**src/design/ppm_pkg.sv**
```systemverilog
// package: constants, register map and carrier types of the pulse meter
package ppm_pkg;

    // ************************************************************
    // clock and timing
    // ************************************************************
    localparam int unsigned PPM_CLK_FREQ_MHZ = 100;
    localparam int unsigned PPM_CLK_PERIOD_NS = 1000 / PPM_CLK_FREQ_MHZ;
    localparam int unsigned PPM_EDGE_PULSE_NS = PPM_CLK_PERIOD_NS;
    localparam int unsigned PPM_EDGE_PULSE_CYCLES =
        (PPM_EDGE_PULSE_NS + PPM_CLK_PERIOD_NS - 1) / PPM_CLK_PERIOD_NS;

    // ************************************************************
    // widths
    // ************************************************************
    localparam int unsigned PPM_AW = 8;
    localparam int unsigned PPM_DW = 32;

    // ************************************************************
    // register byte offsets
    // ************************************************************
    localparam logic [7:0] PPM_OFS_CTRL = 8'h00;
    localparam logic [7:0] PPM_OFS_STOP_LIMIT = 8'h04;
    localparam logic [7:0] PPM_OFS_ACC_PULSES = 8'h08;
    localparam logic [7:0] PPM_OFS_WINDOW = 8'h0C;
    localparam logic [7:0] PPM_OFS_STATUS = 8'h10;
    localparam logic [7:0] PPM_OFS_PERIOD = 8'h14;
    localparam logic [7:0] PPM_OFS_WIDTH = 8'h18;
    localparam logic [7:0] PPM_OFS_ELAPSED = 8'h1C;
    localparam logic [7:0] PPM_OFS_ACC_TOTAL = 8'h20;
    localparam logic [7:0] PPM_OFS_PULSE_COUNT = 8'h24;

    // ************************************************************
    // field positions
    // ************************************************************
    localparam int unsigned PPM_CTRL_ACCUM_EN_BIT = 0;
    localparam int unsigned PPM_STAT_STOPPED_BIT = 0;
    localparam int unsigned PPM_STAT_LEVEL_BIT = 1;
    localparam int unsigned PPM_STAT_SEEN_BIT = 2;

    // ************************************************************
    // values after reset
    // ************************************************************
    localparam logic [31:0] PPM_RST_STOP_LIMIT = 32'h0100_0000;
    localparam logic [31:0] PPM_RST_ACC_PULSES = 32'h0000_0010;
    localparam logic [31:0] PPM_RST_WINDOW = 32'h0098_9680;
    localparam logic PPM_RST_ACCUM_EN = 1'b0;

    // ************************************************************
    // carriers
    // ************************************************************
    typedef struct packed {
        logic [31:0] period;
        logic [31:0] pulse_width;
        logic stopped;
    } ppm_meas_type;

    typedef struct packed {
        logic [31:0] period_total;
        logic [31:0] pulse_count;
    } ppm_accum_type;

    typedef struct packed {
        logic [PPM_AW-1:0] addr;
        logic [PPM_DW-1:0] wr_data;
        logic wr_en;
        logic rd_en;
    } ppm_bus_req_type;

endpackage : ppm_pkg

```
**src/design/ppm_sync3.sv**
```systemverilog
// module: three-stage input synchroniser with agreement filter
`timescale 1ns/1ps
`default_nettype none

module ppm_sync3
    import ppm_pkg::*;
(
    input wire logic sys_clk,
    input wire logic sys_rst,
    input wire logic async_in,
    output logic level
);

    typedef struct packed {
        logic s1;
        logic s2;
        logic s3;
        logic lvl;
    } ppm_sync_state_type;

    ppm_sync_state_type st_r;
    ppm_sync_state_type st_nxt;

    // ************************************************************
    // next state
    // ************************************************************
    always_comb begin
        st_nxt = st_r;
        st_nxt.s1 = async_in;
        st_nxt.s2 = st_r.s1;
        st_nxt.s3 = st_r.s2;
        // a change only counts once the two settled stages agree
        if (st_r.s2 == st_r.s3) begin
            st_nxt.lvl = st_r.s3;
        end
    end

    always_ff @(posedge sys_clk) begin
        if (sys_rst) begin
            st_r <= '0;
        end else begin
            st_r <= st_nxt;
        end
    end

    assign level = st_r.lvl;

endmodule : ppm_sync3

`default_nettype wire

```
**src/design/ppm_meter.sv**
```systemverilog
// module: period, pulse-width and accumulating pulse meter top
`timescale 1ns/1ps
`default_nettype none

module ppm_meter
    import ppm_pkg::*;
(
    input wire logic sys_clk,
    input wire logic sys_rst,
    input wire logic measured_input,
    input wire ppm_bus_req_type bus_req,
    output logic [PPM_DW-1:0] rd_data,
    output ppm_meas_type measurement_bundle,
    output ppm_accum_type accum_bundle,
    output logic [31:0] elapsed_ticks,
    output logic rise_pulse,
    output logic fall_pulse
);

    // ************************************************************
    // state
    // ************************************************************
    typedef struct packed {
        logic prev_lvl;
        logic rise_q;
        logic fall_q;
        logic seen;
        logic stopped;
        logic [31:0] elapsed;
        logic [31:0] period;
        logic [31:0] width;
        logic [31:0] sum;
        logic [31:0] n_pul;
        logic [31:0] total;
        logic [31:0] win_cnt;
        logic [31:0] win_pul;
        logic [31:0] pcount;
        logic accum_en;
        logic [31:0] stop_limit;
        logic [31:0] acc_pulses;
        logic [31:0] window;
        logic [PPM_DW-1:0] rdata;
    } ppm_state_type;

    ppm_state_type st_r;
    ppm_state_type st_nxt;

    logic lvl;
    logic rise;
    logic fall;
    logic [31:0] elapsed_inc;
    logic [31:0] period_now;
    logic [31:0] sum_now;
    logic [31:0] n_now;
    logic [31:0] win_inc;
    logic [31:0] win_pul_now;

    // ************************************************************
    // input synchroniser
    // ************************************************************
    ppm_sync3 u_sync (
        .sys_clk(sys_clk),
        .sys_rst(sys_rst),
        .async_in(measured_input),
        .level(lvl)
    );

    // edges against the registered previous sample
    assign rise = lvl & ~st_r.prev_lvl;
    assign fall = ~lvl & st_r.prev_lvl;
    assign elapsed_inc = st_r.elapsed + 32'h1;
    assign period_now = elapsed_inc;
    assign sum_now = st_r.sum + period_now;
    assign n_now = st_r.n_pul + 32'h1;
    assign win_inc = st_r.win_cnt + 32'h1;
    assign win_pul_now = st_r.win_pul + {31'h0, rise};

    // ************************************************************
    // next state, one update per clock
    // ************************************************************
    always_comb begin
        st_nxt = st_r;
        st_nxt.prev_lvl = lvl;
        st_nxt.rise_q = rise;
        st_nxt.fall_q = fall;
        st_nxt.rdata = '0;

        // elapsed counter and stop detection
        if (rise) begin
            st_nxt.elapsed = '0;
            st_nxt.stopped = 1'b0;
            st_nxt.seen = 1'b1;
            // no valid period straight out of a stop or before first edge
            if (st_r.seen && !st_r.stopped) begin
                st_nxt.period = period_now;
            end
        end else if (st_r.stopped) begin
            st_nxt.elapsed = st_r.elapsed;
        end else if (elapsed_inc >= st_r.stop_limit) begin
            // >= also catches a limit lowered below the running count
            st_nxt.elapsed = st_r.stop_limit;
            st_nxt.stopped = 1'b1;
        end else begin
            st_nxt.elapsed = elapsed_inc;
        end

        if (fall && st_r.seen && !st_r.stopped) begin
            st_nxt.width = elapsed_inc;
        end

        // accumulating mode
        if (!st_r.accum_en) begin
            st_nxt.sum = '0;
            st_nxt.n_pul = '0;
            st_nxt.total = '0;
            st_nxt.win_cnt = '0;
            st_nxt.win_pul = '0;
            st_nxt.pcount = '0;
        end else begin
            if (rise && st_r.seen && !st_r.stopped) begin
                // a programmed count of zero acts as one
                if (n_now >= st_r.acc_pulses) begin
                    st_nxt.total = sum_now;
                    st_nxt.sum = '0;
                    st_nxt.n_pul = '0;
                end else begin
                    st_nxt.sum = sum_now;
                    st_nxt.n_pul = n_now;
                end
            end
            if (win_inc >= st_r.window) begin
                st_nxt.pcount = win_pul_now;
                st_nxt.win_cnt = '0;
                st_nxt.win_pul = '0;
            end else begin
                st_nxt.win_cnt = win_inc;
                st_nxt.win_pul = win_pul_now;
            end
        end

        // stopped forces every result to zero
        if (st_nxt.stopped) begin
            st_nxt.period = '0;
            st_nxt.width = '0;
            st_nxt.sum = '0;
            st_nxt.n_pul = '0;
            st_nxt.total = '0;
            st_nxt.win_pul = '0;
            st_nxt.pcount = '0;
        end

        // register writes
        if (bus_req.wr_en) begin
            case (bus_req.addr)
                PPM_OFS_CTRL: begin
                    st_nxt.accum_en =
                        bus_req.wr_data[PPM_CTRL_ACCUM_EN_BIT];
                end
                PPM_OFS_STOP_LIMIT: begin
                    st_nxt.stop_limit = bus_req.wr_data;
                end
                PPM_OFS_ACC_PULSES: begin
                    st_nxt.acc_pulses = bus_req.wr_data;
                end
                PPM_OFS_WINDOW: begin
                    st_nxt.window = bus_req.wr_data;
                end
                default: begin
                end
            endcase
        end

        // register reads, answered in the next cycle only
        if (bus_req.rd_en) begin
            case (bus_req.addr)
                PPM_OFS_CTRL: begin
                    st_nxt.rdata[PPM_CTRL_ACCUM_EN_BIT] = st_r.accum_en;
                end
                PPM_OFS_STOP_LIMIT: begin
                    st_nxt.rdata = st_r.stop_limit;
                end
                PPM_OFS_ACC_PULSES: begin
                    st_nxt.rdata = st_r.acc_pulses;
                end
                PPM_OFS_WINDOW: begin
                    st_nxt.rdata = st_r.window;
                end
                PPM_OFS_STATUS: begin
                    st_nxt.rdata[PPM_STAT_STOPPED_BIT] = st_r.stopped;
                    st_nxt.rdata[PPM_STAT_LEVEL_BIT] = st_r.prev_lvl;
                    st_nxt.rdata[PPM_STAT_SEEN_BIT] = st_r.seen;
                end
                PPM_OFS_PERIOD: begin
                    st_nxt.rdata = st_r.period;
                end
                PPM_OFS_WIDTH: begin
                    st_nxt.rdata = st_r.width;
                end
                PPM_OFS_ELAPSED: begin
                    st_nxt.rdata = st_r.elapsed;
                end
                PPM_OFS_ACC_TOTAL: begin
                    st_nxt.rdata = st_r.total;
                end
                PPM_OFS_PULSE_COUNT: begin
                    st_nxt.rdata = st_r.pcount;
                end
                default: begin
                    st_nxt.rdata = '0;
                end
            endcase
        end
    end

    always_ff @(posedge sys_clk) begin
        if (sys_rst) begin
            st_r <= '0;
            st_r.accum_en <= PPM_RST_ACCUM_EN;
            st_r.stop_limit <= PPM_RST_STOP_LIMIT;
            st_r.acc_pulses <= PPM_RST_ACC_PULSES;
            st_r.window <= PPM_RST_WINDOW;
        end else begin
            st_r <= st_nxt;
        end
    end

    // ************************************************************
    // outputs
    // ************************************************************
    assign rd_data = st_r.rdata;
    assign measurement_bundle.period = st_r.period;
    assign measurement_bundle.pulse_width = st_r.width;
    assign measurement_bundle.stopped = st_r.stopped;
    assign accum_bundle.period_total = st_r.total;
    assign accum_bundle.pulse_count = st_r.pcount;
    assign elapsed_ticks = st_r.elapsed;
    assign rise_pulse = st_r.rise_q;
    assign fall_pulse = st_r.fall_q;
endmodule : ppm_meter

`default_nettype wire

```
**config.mk**
```make
export PLATFORM = sky130hd
export DESIGN_NAME = ppm_meter
export DESIGN_NICKNAME = d
export VERILOG_FILES = /design/src/design/ppm_pkg.sv /design/src/design/ppm_sync3.sv /design/src/design/ppm_meter.sv
export SDC_FILE = /design/constraint.sdc
export NUM_CORES = 1
export LEC_CHECK = 0
export ABC_AREA = 1
export BUFFER_PORTS_ARGS = -buffer_cell sky130_fd_sc_hd__buf_4
export CAP_MARGIN = 20
export CORE_MARGIN = 4
export CORE_UTILIZATION = 55
export DETAILED_ROUTE_END_ITERATION = 6
export PLACE_DENSITY = 0.73
export REMOVE_ABC_BUFFERS = 1
export SLEW_MARGIN = 10
export SYNTH_ARGS = -nofsm -noshare
export SYNTH_HDL_FRONTEND = slang
export SYNTH_SLANG_ARGS = --single-unit
```
**constraint.sdc**
```tcl
create_clock -name sys_clk -period 4.2 [get_ports sys_clk]
set_clock_uncertainty 0.15 [all_clocks]
set_input_delay 0.63 -clock sys_clk [delete_from_list [all_inputs] [get_ports sys_clk]]
set_output_delay 0.63 -clock sys_clk [all_outputs]
set_load 0.005 [all_outputs]
```
==> reports/metrics.csv, run 1 <==
stage;metric;value;unit
run_status;status;completed;
timing;Setup Viol. Count Final;0;
clock_tree;Num CTS Buffers;48;
timing;final worst path period share;93.9;%
power_and_ir_drop;LEAKAGE;13.0;nW
timing;WHS;96.9;ps
power_and_ir_drop;Peak VDD IR;0.337;mV
placement;IO Port Bufs;239;
synth;post-synthesis register bit count;426;
synth;Mapped Cells;3884;
clock_tree;clock tree buffer depth;3;
timing;slew margin rel.;31.1;%
setup_path;Worst EP arrival;4320;ps
placement;Detailed Place HPWL;73.7;mm
timing;final hold vios;0;
power_and_ir_drop;power density cells;406;nW/um^2
detailed_routing;routed length per instance;21.0;um
timing;Tmin final;3940;ps
detailed_routing;DRC viols;0;
synth;post-synth top area share;32.6;%
die;Core Region;46800;sq um
global_route;vias in the first global route;23192;
flow_run;maximum capacitance violations;0;
setup_path;CP required;4580;ps
worst_hold_path;hold crit path type;in2reg;
clock_tree;clk_lat worst skew;600;ps
synth;Yosys warning total;0;
global_route;first-pass GRT wire length;141;mm
detailed_routing;drt first pass iters;6;
detailed_routing;initial DRC count;2872;
placement;pre-CTS WS;310;ps
clock_tree;Clock Sinks;426;
placement;placed insts;4476;
die;chip height;226;um
die;number of top-level pins;240;
synth;Unique masters post-synth;48;
die;chip width;226;um
placement;Final Wtd Congestion;1.02;
clock_tree;post-CTS setup buffer count;0;
timing;Worst Tran Pin Value;1030;ps
clock_tree;H-tree depth;2;
synth;Main synth FF type;dfxtp_1;
die;row count;79;
clock_tree;CTS tree;done;
timing;Max Clk Rate;254;MHz
synth;EDFF count, synth;0;
global_route;pin count of the biggest net entering global routing;99;
synth;synthesized area;26200;sq um
synth;register area share after synthesis;32.6;%
global_route;initial antenna violation count;2;
finish;Non-Filler Instances;4566;
detailed_routing;DR vias;25668;
setup_path;kind of critical path;reg2reg;
detailed_routing;Vias per Instance;5.62;
clock_tree;Clk pin slew, worst setup/hold paths;60;ps
synth;syn_area_per_cell;6.73;sq um
detailed_routing;post-route ant nets;0;
finish;Area Overhead vs Synth;10.7;%
detailed_routing;drt total wl;95.8;mm
global_route;gr usage total;36.1;%
setup_path;Startpoint Class;flop;
synth;Synth async-reset ratio;0;%
die;DIE AREA;51100;sq um
global_route;total grt overflow;0;
finish;share of cells above drive strength 1;13.3;%
synth;leading area contributor after synthesis;dfxtp_1;
finish;NumNets Final;4097;
timing;final worst slack;258;ps
timing;Final Slew Violations;0;
synth;ranking of synthesized cells by area;dfxtp_1, nand2_1, inv_1, ha_1, buf_4;
clock_tree;Hold-fix buffers, CTS;0;
clock_tree;Root Buffer;clkbuf_16;
setup_path;crit end category;flop;
die;starting density of the core;55.9;%
setup_path;CP max FO;21;
[cells by family (layout without fill, tap and decap cells)]
group | count (synthesis) | after routing | share of synthesized area, %
adder cells (fa/ha/maj) | 133 | 133 | 6.39
other | 0 | 1 | 0
AO/OA/AOI/OAI | 621 | 621 | 14.2
XOR/XNOR | 104 | 104 | 3.48
AND/OR/NAND/NOR | 1714 | 1714 | 27.4
buffers and inverters | 886 | 960 | 16.0
flip-flops | 426 | 426 | 32.6
[power by group]
group / internal (mW) / switching (mW) / leakage [nW] / total, mW
Clock: 2.60 / 1.81 / 0.789 / 4.41
Sequential: 4.16 / 0.228 / 3.44 / 4.39
Combinational: 0.975 / 1.99 / 8.74 / 2.96
[Yosys cell counts, drive strengths merged (75+ instances only)]
cell       n
nand2   1035
inv      547
dfxtp    426
nor2     347
a21oi    332
buf      254
nand3    174
o21ai    174
ha       132
xor2      94
clkbuf    77
nand4     75
[final timing paths]
| path | depth (start not counted) | endpoint | slack (ps) | from |
|---|---|---|---|---|
| worst min register to register | 2 | u_sync.st_nxt[1] | 260 | u_sync.st_nxt[2] |
| worst max register to register | 19 | st_r[309] | 260 | st_r[258] |
| worst max-delay path | 19 | st_r[309] | 260 | st_r[258] |
| worst min-delay path | 3 | u_sync.st_nxt[2] | 100 | measured_input |
[stage by stage]
stage	area, sq um	util, %	power [mW]	setup TNS, ps
2_1_floorplan	24100	-	6.02	-68870
3_3_place_gp	27300	58.4	7.30	0
3_5_place_dp	27300	58.4	7.33	0
4_1_cts	28900	61.9	11.7	0
5_1_grt	29000	61.9	12.2	-603
6_report	29000	61.9	11.8	0
[worst max-delay path: stages (launching register included)]
cell and delay [ps]:
dfxtp_1 390, ha_1 200, nand2_1 90, nor2_2 130
nand2_1 120, nor2_2 200, nand2_2 150, nor2_4 160
nand3_1 120, xor2_1 160, inv_1 70, ha_1 290
nand4_1 180, nor2_1 70, a21oi_1 290, nand3_2 290
nor2_4 190, buf_4 310, nand2_1 160, a21oi_2 130
[layout make-up]
type                            instances  area (sq um)
Sequential cell                       426          8530
Clock buffer                           70          1390
Timing Repair Buffer                  316          2470
Multi-Input combinational cell       2572         13500
Tap cell                              607           759
Antenna cell                            1          2.50
Fill cell                            4502         17800
Clock inverter                         19           241
Inverter                              555          2080
[cells in the final DEF, fill, tap and decap left out, types with 6 or more instances in the layout]
master and count:
a21oi_1 252, a21oi_2 80, a221oi_1 34, buf_12 7
buf_4 307, clkbuf_1 14, clkbuf_16 50, clkbuf_8 6
clkinv_1 7, clkinv_2 9, dfxtp_1 426, ha_1 132
inv_1 543, nand2_1 1023, nand2_2 10, nand3_1 168
nand3_2 6, nand4_1 75, nor2_1 326, nor2_2 13
nor2_4 8, nor3_1 44, nor4_1 13, o2111ai_1 9
o211ai_1 12, o21a_1 6, o21ai_0 172, o21bai_1 10
o22ai_1 31, or2_2 7, xnor2_1 10, xor2_1 94
[flip-flops by register name, summed over array words and instances, names as in the netlist]
register / flops
st_r: 227
measurement_bundle: 65
accum_bundle: 64
elapsed_ticks: 32
rd_data: 32
u_sync.st_nxt: 2
fall_pulse: 1
rise_pulse: 1
u_sync.level: 1
u_sync.st_r: 1
[what timing repair did]
item	CTS	global route
endpoints found under the hold margin	0	0
resized for setup	0	7
endpoints found under the setup margin	0	112
[metal layers]
layer | track usage (%) | routed length, um | vias to the layer above
met4 | 17.2 | 5150 | 2
met3 | 8.57 | 10800 | 249
met2 | 54.2 | 40200 | 1345
met5 | 1.52 | 107 | -
met1 | 49.0 | 39600 | 11777
li1 | - | - | 12295
Power figures use the tool's default switching activity.
==> inputs of run 2 (changes only) <==
--- a/config.mk
+++ b/config.mk
@@ -5,14 +5,12 @@
 export SDC_FILE = /design/constraint.sdc
 export NUM_CORES = 1
 export LEC_CHECK = 0
-export ABC_AREA = 1
 export BUFFER_PORTS_ARGS = -buffer_cell sky130_fd_sc_hd__buf_4
 export CAP_MARGIN = 20
 export CORE_MARGIN = 4
 export CORE_UTILIZATION = 55
 export DETAILED_ROUTE_END_ITERATION = 6
 export PLACE_DENSITY = 0.73
-export REMOVE_ABC_BUFFERS = 1
 export SLEW_MARGIN = 10
 export SYNTH_ARGS = -nofsm -noshare
 export SYNTH_HDL_FRONTEND = slang
==> run 2 against run 1 <==
The flow now finishes with violations (design-rule violations). Hold slack worse by 12 ps. Flip-flop and latch count unchanged. Final cell count down 20%. Die area down 9.5%. Via count down 11%. Critical endpoint is now st_r[288]. Largest cell class unchanged.
==> reports/metrics.csv, run 2 <==
stage;metric;value;unit
detailed_routing;routed length per instance;23.8;um
detailed_routing;Vias per Instance;6.24;
worst_hold_path;hold crit path type;in2reg;
die;starting density of the core;56.0;%
die;Core Region;42100;sq um
detailed_routing;WL met3;10.2;mm
power_and_ir_drop;Peak VDD IR;0.359;mV
synth;syn_area_per_cell;8.08;sq um
setup_path;Startpoint Class;flop;
clock_tree;clk_lat worst skew;610;ps
synth;post-synth top area share;36.2;%
timing;final worst path period share;98.3;%
flow_run;maximum capacitance violations;0;
run_status;status;complete, but fails checks;
power_and_ir_drop;clock share of power;32.4;%
detailed_routing;met2 WL;38.1;mm
clock_tree;Root Buffer;clkbuf_16;
die;number of top-level pins;240;
power_and_ir_drop;Flop pwr share;33.9;%
power_and_ir_drop;P_int;8.26;mW
synth;post-synthesis register bit count;426;
synth;Mapped Cells;2917;
synth;Yosys warning total;0;
detailed_routing;drt total wl;87.0;mm
global_route;initial antenna violation count;2;
timing;Final Slew Violations;0;
finish;share of cells above drive strength 1;23.1;%
synth;Main synth FF type;dfxtp_1;
global_route;first-pass GRT wire length;126;mm
power_and_ir_drop;Switching Share;34.3;%
finish;most common cell after layout, fill and taps aside;buf_4;
synth;count leader, synth;dfxtp_1;
detailed_routing;post-route ant nets;0;
detailed_routing;highest metal used;met4;
clock_tree;Hold-fix buffers, CTS;0;
synth;Unique masters post-synth;72;
die;DIE AREA;46200;sq um
timing;Setup Viol. Count Final;0;
power_and_ir_drop;LEAKAGE;11.4;nW
finish;commonest non-fill, non-tap cells in the layout;buf_4, dfxtp_1, nand2_1, nor2_1, a21oi_1;
timing;Worst Tran Pin Value;1020;ps
power_and_ir_drop;Comb power frac;33.7;%
synth;leading area contributor after synthesis;dfxtp_1;
finish;Filler Cell Count;3456;
clock_tree;Num CTS Buffers;46;
global_route;total grt overflow;0;
timing;Tmin final;4130;ps
run_status;failing checks;design-rule violations;
power_and_ir_drop;power density cells;444;nW/um^2
synth;ranking of synthesized cells by area;dfxtp_1, ha_1, buf_4, nand2_1, a21oi_1;
global_route;pin count of the biggest net entering global routing;95;
placement;Final Wtd Congestion;1.01;
detailed_routing;WL met1;34.6;mm
power_and_ir_drop;switching power;4.31;mW
power_and_ir_drop;Tot Pwr;12.6;mW
setup_path;Worst EP arrival;4500;ps
die;row count;75;
synth;Synth async-reset ratio;0;%
timing;slew margin rel.;31.7;%
detailed_routing;DR vias;22760;
clock_tree;H-tree depth;2;
timing;final hold vios;0;
finish;NumNets Final;3248;
detailed_routing;DRC viols;1;
placement;IO Port Bufs;239;
setup_path;CP required;4570;ps
global_route;vias in the first global route;21209;
setup_path;crit end category;flop;
synth;register area share after synthesis;36.2;%
synth;synthesized area;23600;sq um
finish;Biggest register;st_r;
timing;RSZ-0062 raised after global routing;yes;
clock_tree;CTS tree;done;
synth;EDFF count, synth;0;
placement;pre-CTS WS;-133;ps
timing;WHS;84.9;ps
global_route;gr usage total;34.6;%
clock_tree;clock tree buffer depth;3;
synth;Commonest cells post-synth;dfxtp_1, nand2_1, nor2_1;
detailed_routing;initial DRC count;2699;
synth;Syn Nets;3095;
clock_tree;Clock Sinks;426;
timing;Max Clk Rate;242;MHz
die;chip width;215;um
finish;Non-Filler Instances;3648;
finish;max reg flops;227;
placement;placed insts;3519;
setup_path;CP max FO;6;
die;chip height;215;um
finish;Area Overhead vs Synth;20.0;%
clock_tree;Clk pin slew, worst setup/hold paths;60;ps
timing;Setup TNS Final;0;ps
placement;Detailed Place HPWL;64.3;mm
setup_path;kind of critical path;reg2reg;
timing;final worst slack;69.5;ps
detailed_routing;drt first pass iters;7;
run 2: power groups by stage:
| stage | registers, mW | logic, mW | clock network (mW) |
|---|---|---|---|
| 5_1_grt | 4.27 | 4.45 | 4.25 |
| 3_5_place_dp | 4.33 | 3.49 | 0 |
| 6_report | 4.26 | 4.24 | 4.07 |
| 4_1_cts | 4.24 | 3.55 | 4.09 |
| 3_3_place_gp | 4.32 | 3.43 | 0 |
| 2_1_floorplan | 4.35 | 2.13 | 0 |
run 2: cell type report:
| cell class | count | area [sq um] | share of cell area, % |
|---|---|---|---|
| Multi-Input combinational cell | 1975 | 13100 | 46.5 |
| Sequential cell | 426 | 8550 | 30.2 |
| Timing Repair Buffer | 469 | 3860 | 13.6 |
| Clock buffer | 66 | 1320 | 4.65 |
| Tap cell | 539 | 674 | 2.38 |
| Inverter | 152 | 571 | 2.02 |
| Clock inverter | 19 | 173 | 0.610 |
| Antenna cell | 2 | 5.00 | 0.0177 |
run 2: worst paths after layout:
kind                                        from               end  slack, ps  cells past startpoint
worst max-delay path            elapsed_ticks[5]         st_r[288]         70                     19
worst min-delay path              measured_input  u_sync.st_nxt[2]         80                      2
worst max register to register  elapsed_ticks[5]         st_r[288]         70                     19
worst min register to register  u_sync.st_nxt[2]  u_sync.st_nxt[1]        290                      1
run 2: metrics by stage:
step | instance area [sq um] | util (%)
after floorplan | 23600 | -
after global placement | 25600 | 60.7
after detailed placement | 25600 | 60.7
after CTS | 27300 | 64.9
after global routing | 28300 | 67.2
final | 28300 | 67.2
run 2: cells by family after synthesis:
kind of cell	share of synthesized area, %
multiplexers	0.764
AND/OR/NAND/NOR	18.8
flip-flops	36.2
buffers and inverters	11.3
adder cells (fa/ha/maj)	7.09
AO/OA/AOI/OAI	20.4
XOR/XNOR	5.42
run 2: what timing repair did:
item | in CTS | in global routing
setup endpoints to repair | 106 | 276
pin swaps | 1 | 45
gates cloned | 2 | 6
setup buffers | 13 | 22
hold endpoints to repair | 0 | 0
gates resized for setup | 26 | 151
run 2: critical path, stage by stage, from the launching register on:
cell	delay [ps]
dfxtp_2	360
nand3_4	100
buf_4	160
nor4_4	210
buf_4	200
and2_1	170
nand2_1	110
xor2_2	170
inv_1	170
ha_4	240
a21oi_2	150
o21ai_0	140
a221oi_2	260
buf_4	160
nand4b_1	130
buf_4	160
o211ai_1	180
nand2_2	180
or4_4	570
o21ai_2	80
run 2: routing by layer:
layer | GRT usage, % | up-vias
li1 | - | 10344
met1 | 46.5 | 10929
met2 | 53.6 | 1257
met3 | 8.84 | 230
met4 | 13.7 | 0
met5 | 0 | -
